<file path="src/design/fcb_defs.vh">
// fcb_defs.vh: register indices, field layout and reset values of the
// channel B coefficient bank; definitions only, no logic
`ifndef FCB_DEFS_VH
`define FCB_DEFS_VH

// word indices; byte address is four times the index
`define FCB_IDX_CTAP      12'h450
`define FCB_IDX_TAP6      12'h453
`define FCB_IDX_TAP7      12'h455
`define FCB_IDX_TAP8      12'h457
`define FCB_IDX_TAP9      12'h459
`define FCB_IDX_CTRL      12'h460
`define FCB_IDX_STAT      12'h461
`define FCB_TAP_STEP      2

// apb geometry
`define FCB_AW            14
`define FCB_IW            12
`define FCB_DW            32

// center tap: 24-bit register, 18-bit coefficient
`define FCB_CTAP_W        24
`define FCB_CTAP_CW       18
`define FCB_CTAP_RMASK    24'hffffff
// outer taps: 16-bit register, 12-bit coefficient
`define FCB_OTAP_W        16
`define FCB_OTAP_CW       12
`define FCB_OTAP_N        4
`define FCB_OTAP_RMASK    16'hffff
// last tap reads its coefficient msb as zero
`define FCB_TAP9_RMASK    16'hf7ff

// control fields
`define FCB_CTRL_W        2
`define FCB_CTRL_DUAL     0
`define FCB_CTRL_HOLD     1

// reset values
`define FCB_CTAP_RST      24'h000000
`define FCB_OTAP_RST      16'h0000
`define FCB_CTRL_RST      2'h0

`endif

</file>
<file path="src/design/fcb_apb_if.v">
// fcb_apb_if.v: apb slave front end of the coefficient bank
// assumes an apb master on pclk; read data is sampled in the setup cycle
`timescale 1ns/10ps
`include "fcb_defs.vh"
module fcb_apb_if (
	// clock and reset
	input  wire                 pclk,
	input  wire                 presetn,
	// apb
	input  wire                 psel,
	input  wire                 penable,
	input  wire                 pwrite,
	input  wire [`FCB_AW-1:0]   paddr,
	output wire                 pready,
	output reg  [`FCB_DW-1:0]   prdata,
	output reg                  pslverr,
	// register file side
	output wire [`FCB_IW-1:0]   idx,
	input  wire                 hit,
	input  wire                 wr_ok,
	input  wire [`FCB_DW-1:0]   rd_data,
	output wire                 wr_stb
);
	wire setup;
	wire ok;

	assign idx    = paddr[`FCB_AW-1:2];
	// misaligned words are treated as unmapped
	assign ok     = hit && (paddr[1:0] == 2'h0);
	assign setup  = psel && !penable;
	// zero wait states: every access phase completes at once
	assign pready = 1'b1;
	assign wr_stb = psel && penable && pwrite && ok && wr_ok;

	// answer is captured in setup so prdata comes from a flop
	always @(posedge pclk or negedge presetn) begin
		if (!presetn) begin
			prdata  <= {`FCB_DW{1'b0}};
			pslverr <= 1'b0;
		end else if (setup) begin
			prdata  <= (ok && !pwrite) ? rd_data : {`FCB_DW{1'b0}};
			pslverr <= !ok || (pwrite && !wr_ok);
		end
	end
endmodule

</file>
<file path="src/design/fcb_coeff_reg.v">
// fcb_coeff_reg.v: one read/write coefficient register with readback mask
// assumes a one-cycle write strobe on pclk
`timescale 1ns/10ps
`include "fcb_defs.vh"
module fcb_coeff_reg #(
	parameter             W     = `FCB_OTAP_W,
	parameter             CW    = `FCB_OTAP_CW,
	parameter [W-1:0]     RMASK = {W{1'b1}}
) (
	// clock and reset
	input  wire           pclk,
	input  wire           presetn,
	// write port
	input  wire           wr_en,
	input  wire [W-1:0]   wdata,
	// contents
	output reg  [W-1:0]   q_r,
	output wire [W-1:0]   rdata,
	output wire [CW-1:0]  coeff,
	output reg            wrote_r
);
	always @(posedge pclk or negedge presetn) begin
		if (!presetn) begin
			q_r     <= {W{1'b0}};
			wrote_r <= 1'b0;
		end else if (wr_en) begin
			q_r     <= wdata;
			wrote_r <= 1'b1;
		end
	end

	// the mask only shapes readback; the filter sees the stored value
	assign rdata = q_r & RMASK;
	assign coeff = q_r[CW-1:0];
endmodule

</file>
<file path="src/design/fcb_coeff_bank.v">
// fcb_coeff_bank.v: channel B equalizer coefficient bank, taps five to nine
// assumes an apb master on pclk and a filter datapath that reads the taps
`timescale 1ns/10ps
`include "fcb_defs.vh"
module fcb_coeff_bank (
	// clock and reset
	input  wire                          pclk,
	input  wire                          presetn,
	// apb
	input  wire                          psel,
	input  wire                          penable,
	input  wire                          pwrite,
	input  wire [`FCB_AW-1:0]            paddr,
	input  wire [`FCB_DW-1:0]            pwdata,
	output wire                          pready,
	output wire [`FCB_DW-1:0]            prdata,
	output wire                          pslverr,
	// filter side
	output reg                           chb_fir_en,
	output reg  signed [`FCB_CTAP_CW-1:0] chb_tap5_coeff,
	output reg  signed [`FCB_OTAP_CW-1:0] chb_tap6_coeff,
	output reg  signed [`FCB_OTAP_CW-1:0] chb_tap7_coeff,
	output reg  signed [`FCB_OTAP_CW-1:0] chb_tap8_coeff,
	output reg  signed [`FCB_OTAP_CW-1:0] chb_tap9_coeff,
	output reg                           coeff_upd
);
	localparam OW = `FCB_OTAP_W;
	localparam OC = `FCB_OTAP_CW;
	localparam N  = `FCB_OTAP_N;

	wire [`FCB_IW-1:0]       idx;
	wire                     wr_stb;
	reg                      hit;
	reg                      wr_ok;
	reg  [`FCB_DW-1:0]       rd_mux;

	wire                     ctap_wr;
	wire [`FCB_CTAP_W-1:0]   ctap_q;
	wire [`FCB_CTAP_W-1:0]   ctap_rd;
	wire [`FCB_CTAP_CW-1:0]  ctap_coeff;
	wire                     ctap_wrote;

	wire [N-1:0]             otap_wr;
	wire [N*OW-1:0]          otap_rd;
	wire [N*OC-1:0]          otap_coeff;
	wire [N-1:0]             otap_wrote;

	reg  [`FCB_CTRL_W-1:0]   ctrl_r;
	reg  [`FCB_CTRL_W-1:0]   ctrl_nxt;
	wire                     dual;
	wire                     hold;

	reg  [`FCB_CTAP_CW-1:0]  tap5_nxt;
	reg  [N*OC-1:0]          otap_nxt;
	reg                      en_nxt;
	wire                     all_zero;

	// bus front end
	fcb_apb_if u_apb (
		.pclk    (pclk),
		.presetn (presetn),
		.psel    (psel),
		.penable (penable),
		.pwrite  (pwrite),
		.paddr   (paddr),
		.pready  (pready),
		.prdata  (prdata),
		.pslverr (pslverr),
		.idx     (idx),
		.hit     (hit),
		.wr_ok   (wr_ok),
		.rd_data (rd_mux),
		.wr_stb  (wr_stb)
	);

	// center tap: reserved upper bits are stored and read back
	assign ctap_wr = wr_stb && (idx == `FCB_IDX_CTAP);

	fcb_coeff_reg #(
		.W     (`FCB_CTAP_W),
		.CW    (`FCB_CTAP_CW),
		.RMASK (`FCB_CTAP_RMASK)
	) u_ctap (
		.pclk    (pclk),
		.presetn (presetn),
		.wr_en   (ctap_wr),
		.wdata   (pwdata[`FCB_CTAP_W-1:0]),
		.q_r     (ctap_q),
		.rdata   (ctap_rd),
		.coeff   (ctap_coeff),
		.wrote_r (ctap_wrote)
	);

	// outer taps six to nine, one word index two apart
	genvar i;
	generate
		for (i = 0; i < N; i = i + 1) begin : g_otap
			localparam integer TI = `FCB_IDX_TAP6 + i * `FCB_TAP_STEP;
			localparam [`FCB_IW-1:0] TIDX = TI[`FCB_IW-1:0];
			localparam [OW-1:0] RM = (i == N - 1) ? `FCB_TAP9_RMASK
			                                      : `FCB_OTAP_RMASK;

			assign otap_wr[i] = wr_stb && (idx == TIDX);

			fcb_coeff_reg #(
				.W     (OW),
				.CW    (OC),
				.RMASK (RM)
			) u_otap (
				.pclk    (pclk),
				.presetn (presetn),
				.wr_en   (otap_wr[i]),
				.wdata   (pwdata[OW-1:0]),
				.q_r     (),
				.rdata   (otap_rd[i*OW +: OW]),
				.coeff   (otap_coeff[i*OC +: OC]),
				.wrote_r (otap_wrote[i])
			);
		end
	endgenerate

	// control: dual mode enable and a hold bit for glitch-free reloads
	assign dual = ctrl_r[`FCB_CTRL_DUAL];
	assign hold = ctrl_r[`FCB_CTRL_HOLD];

	always @* begin
		ctrl_nxt = ctrl_r;
		if (wr_stb && (idx == `FCB_IDX_CTRL)) begin
			ctrl_nxt = pwdata[`FCB_CTRL_W-1:0];
		end
	end

	always @(posedge pclk or negedge presetn) begin
		if (!presetn) begin
			ctrl_r <= `FCB_CTRL_RST;
		end else begin
			ctrl_r <= ctrl_nxt;
		end
	end

	// address decode; status is read-only
	always @* begin
		hit   = 1'b1;
		wr_ok = 1'b1;
		case (idx)
			`FCB_IDX_CTAP : hit = 1'b1;
			`FCB_IDX_TAP6 : hit = 1'b1;
			`FCB_IDX_TAP7 : hit = 1'b1;
			`FCB_IDX_TAP8 : hit = 1'b1;
			`FCB_IDX_TAP9 : hit = 1'b1;
			`FCB_IDX_CTRL : hit = 1'b1;
			`FCB_IDX_STAT : wr_ok = 1'b0;
			default       : hit = 1'b0;
		endcase
	end

	assign all_zero = (ctap_q[`FCB_CTAP_CW-1:0] == {`FCB_CTAP_CW{1'b0}}) &&
	                  (otap_coeff == {N*OC{1'b0}});

	// read mux; narrow registers sit in the low bits
	always @* begin
		rd_mux = {`FCB_DW{1'b0}};
		case (idx)
			`FCB_IDX_CTAP : rd_mux[`FCB_CTAP_W-1:0] = ctap_rd;
			`FCB_IDX_TAP6 : rd_mux[OW-1:0] = otap_rd[0*OW +: OW];
			`FCB_IDX_TAP7 : rd_mux[OW-1:0] = otap_rd[1*OW +: OW];
			`FCB_IDX_TAP8 : rd_mux[OW-1:0] = otap_rd[2*OW +: OW];
			`FCB_IDX_TAP9 : rd_mux[OW-1:0] = otap_rd[3*OW +: OW];
			`FCB_IDX_CTRL : rd_mux[`FCB_CTRL_W-1:0] = ctrl_r;
			`FCB_IDX_STAT : rd_mux[6:0] = {all_zero, otap_wrote,
			                               ctap_wrote, chb_fir_en};
			default       : rd_mux = {`FCB_DW{1'b0}};
		endcase
	end

	// filter taps: zero weight outside dual mode, frozen while hold is set in dual mode
	always @* begin
		en_nxt   = dual;
		tap5_nxt = chb_tap5_coeff;
		otap_nxt = {chb_tap9_coeff, chb_tap8_coeff,
		            chb_tap7_coeff, chb_tap6_coeff};
		if (!dual) begin
			tap5_nxt = {`FCB_CTAP_CW{1'b0}};
			otap_nxt = {N*OC{1'b0}};
		end else if (!hold) begin
			tap5_nxt = ctap_coeff;
			otap_nxt = otap_coeff;
		end
	end

	// outputs are flops so the datapath never sees a half-written word
	always @(posedge pclk or negedge presetn) begin
		if (!presetn) begin
			chb_fir_en     <= 1'b0;
			chb_tap5_coeff <= {`FCB_CTAP_CW{1'b0}};
			chb_tap6_coeff <= {OC{1'b0}};
			chb_tap7_coeff <= {OC{1'b0}};
			chb_tap8_coeff <= {OC{1'b0}};
			chb_tap9_coeff <= {OC{1'b0}};
			coeff_upd      <= 1'b0;
		end else begin
			chb_fir_en     <= en_nxt;
			chb_tap5_coeff <= tap5_nxt;
			chb_tap6_coeff <= otap_nxt[0*OC +: OC];
			chb_tap7_coeff <= otap_nxt[1*OC +: OC];
			chb_tap8_coeff <= otap_nxt[2*OC +: OC];
			chb_tap9_coeff <= otap_nxt[3*OC +: OC];
			coeff_upd      <= (tap5_nxt != chb_tap5_coeff) ||
			                  (en_nxt != chb_fir_en) ||
			                  (otap_nxt != {chb_tap9_coeff, chb_tap8_coeff,
			                                chb_tap7_coeff, chb_tap6_coeff});
		end
	end
endmodule

</file>
<file path="config.mk">
export PLATFORM = sky130hd
export DESIGN_NAME = fcb_coeff_bank
export DESIGN_NICKNAME = d
export VERILOG_FILES = /design/src/design/fcb_apb_if.v /design/src/design/fcb_coeff_reg.v /design/src/design/fcb_coeff_bank.v
export VERILOG_INCLUDE_DIRS = /design/src /design/src/design
export SDC_FILE = /design/constraint.sdc
export NUM_CORES = 1
export LEC_CHECK = 0
export BUFFER_PORTS_ARGS = -buffer_cell sky130_fd_sc_hd__buf_4
export CAP_MARGIN = 40
export CORE_MARGIN = 8
export CORE_UTILIZATION = 35
export DETAILED_ROUTE_END_ITERATION = 10
export PLACE_DENSITY = 0.52
export SYNTH_ARGS = -nofsm -noshare
export SYNTH_HDL_FRONTEND = slang
export SYNTH_SLANG_ARGS = --single-unit
</file>
<file path="constraint.sdc">
create_clock -name pclk -period 2.2 [get_ports pclk]
set_clock_uncertainty 0.2 [all_clocks]
set_input_delay 0.22 -clock pclk [delete_from_list [all_inputs] [get_ports pclk]]
set_output_delay 0.22 -clock pclk [all_outputs]
set_load 0.02 [all_outputs]
</file>
==> metrics.txt <==
final setup margin -55.6 ps; total CTS buffers 17; Worst Tran Pin Value 640 ps; I/O pin count 153; WL per Instance 24.8 um; Synth area leader dfrtp_1; drt total wl 38.3 mm; Cell Rows 60; Fin. Hold Viols 0; gp weighted congestion 0.966; dominant synthesized flop cell dfrtp_1; die width 180 um; Sequential Area 0.00471 mm2; Synth cell types 57; Synth async-reset ratio 100%; share of the synthesized area in the top cell type 50.0%; cell count after synthesis 842; first-pass GRT wire length 57.7 mm; Fin Setup TNS -55.6 ps; synthesized area per cell 11.2 um2; port buffer count 135; maximum vdd drop 0.403 mV; post-synthesis mux area share 18.4%; largest family of logic cells by synthesized area multiplexers; Crit Path Category reg -> reg; total grt overflow 0; post-layout min period 2260 ps; Synth Area in Simple Gates 16.0%; post-route ant nets 0; area of the multi-input gates 0.00464 mm2; number of global-route vias before repair 8692; Clock Latency Late Sink 450 ps; layout overhead on the synthesized area 43.8%; Area contributors post-synth dfrtp_1, mux2_2, mux2i_1, nor2_1, nor4_1; cell area after synthesis 0.00941 mm2; share of layout cells above drive strength 1 41.7%; minimum hold slack 64.2 ps; top cells by count, synth dfrtp_1, mux2_2, nor2_1, mux2i_1, inv_1; Post-layout nets 1238; FMAX 0.443 GHz; dpl cell area 0.0125 mm2; Max Slew Vio Count 0; Relative slew margins 56.2%; largest net degree at the start of global routing 62; Die Height 180 um; utilization after layout 50.8%; HP Class in -> reg; Setup violations, final 1; status finished with violations; failing checks negative setup slack; die area 0.0324 mm2; RSZ-0062 raised after global routing yes; Final HPWL DP 29.2 mm; CTS H-tree lvls 4; clk slew on worst S/H paths 80 ps; core region area 0.0267 mm2; Seq cells post-synth 188; Post-route DRC 0; Initial Util 35.3%; antenna violations before repair 0; final period utilization 103%; clk buf depth 2; fin area 0.0135 mm2; startpoint types flop; sequential-to-total area share from yosys stat 50.0%; TritonCTS clock tree done; CP endpoint kind flop; max cap viols 0; root buf cell clkbuf_16; total track usage 23.4%; drt initial violations 731; synth warn 0; post-synthesis xor/xnor area fraction 0.0931%; antenna cells 0; data required time at the worst endpoint 2310 ps; vias after detailed routing 8476; Critical Path AT 2360 ps; Tot Pwr 7.08 mW; router iterations before antenna repair 5; area fraction in compound gates after synthesis 10.6%; number of flops mapped to enable cells by yosys 0; Vias/cell 5.50; count leader, synth dfrtp_1; Pleak 6.43 nW; Fillers 2415; Pwr Density 523 mW/mm2; Synth Area in Adders 0%; CP Max Fanout 2; TritonCTS Sinks 188
[cells in the final DEF, fill, tap and decap left out, types with 14 or more instances in the layout]
cell           synthesis  routed
nand2_1               20      19
nor2_1                81      81
inv_1                 50      49
buf_4                 13     324
clkbuf_16              0      17
dfrtp_1              188     184
mux2_4                 0      48
dlygate4sd3_1          0      28
mux2_2                90      42
nor2b_1               34      34
mux2i_1               72      72
a22oi_1               14      14
nand2b_1              35      34
nor4_1                42      30
o22ai_1               18      18
[final cells by class]
type                       count  area share, %
clock buffer                  17           3.14
clock inverter                15           1.32
inverter                      50           1.39
multi-input combinational    564           34.3
sequential                   188           34.8
tap                          341           3.15
timing repair buffer         366           21.9
[critical path, stage by stage (launching register included)]
cell      delay (ps)
dfrtp_1          390
nor2b_1          180
a2111o_1         430
nor4_2           320
a41oi_2          170
nor4_2           280
o21ai_1          140
[path summary, 6_finish.rpt]
kind / startpoint / to / slack (ps) / cells past startpoint
min reg2reg: g_otap[1].u_otap.wrote_r$_DFFE_PN0P_ / g_otap[1].u_otap.wrote_r$_DFFE_PN0P_ / 280 / 1
min in group asynchronous: presetn / u_apb.prdata[6]$_DFFE_PN0P_ / 130 / 2
max: g_otap[0].u_otap.q_r[0]$_DFFE_PN0P_ / coeff_upd$_DFF_PN0_ / -60 / 6
min: psel / u_apb.pslverr$_DFFE_PN0P_ / 60 / 4
max reg2reg: g_otap[0].u_otap.q_r[0]$_DFFE_PN0P_ / coeff_upd$_DFF_PN0_ / -60 / 6
max in group asynchronous: presetn / g_otap[2].u_otap.q_r[8]$_DFFE_PN0P_ / 980 / 3
[state kept, by name (all words and copies together) (netlist names)]
name / flops
chb_tap6_coeff: 12
chb_tap9_coeff: 12
chb_tap8_coeff: 12
chb_fir_en: 1
chb_tap7_coeff: 12
u_apb.pslverr: 1
u_ctap.q_r: 24
u_ctap.wrote_r: 1
g_otap.u_otap.q_r: 64
coeff_upd: 1
chb_tap5_coeff: 18
ctrl_r: 2
g_otap.u_otap.wrote_r: 4
u_apb.prdata: 24
[cell families (layout without fill, tap and decap cells)]
logic type	after synthesis	in the layout
multiplexers	162	162
AND/OR/NAND/NOR	264	264
flip-flops	188	188
AO/OA/AOI/OAI	128	128
other	2	9
buffers and inverters	97	448
XOR/XNOR	1	1
[metrics by stage]
step	worst slack [ps]	instances
after floorplan	-337	849
after global placement	-391	1478
after detailed placement	-352	1478
after CTS	-58.5	1538
after global routing	-128	1541
final	-55.6	1541
[power breakdown]
| part | total [mW] | internal, mW | switching, mW |
|---|---|---|---|
| Combinational | 0.369 | 0.155 | 0.214 |
| Sequential | 3.46 | 3.46 | 0.00523 |
| Clock | 3.25 | 1.64 | 1.61 |
[metal layers]
metal  part of all wire, %  global-route usage (%)  vias up
met5                     0                       0        -
li1                      -                       -     3771
met1                    44                    31.2     4273
met4                   2.9                    8.17        0
met2                    47                    37.7      365
met3                   6.3                    4.17       67
[repair_timing]
action / in CTS / in global routing
endpoints found under the hold margin: 147 / 1
hold buffers: 28 / 1
pin swaps: 2 / 14
setup endpoints to repair: 2 / 3
gates resized for setup: 12 / 24
cloned: 0 / 0
buffers inserted: 0 / 4
Note: power is estimated with default switching activity, not from simulation.
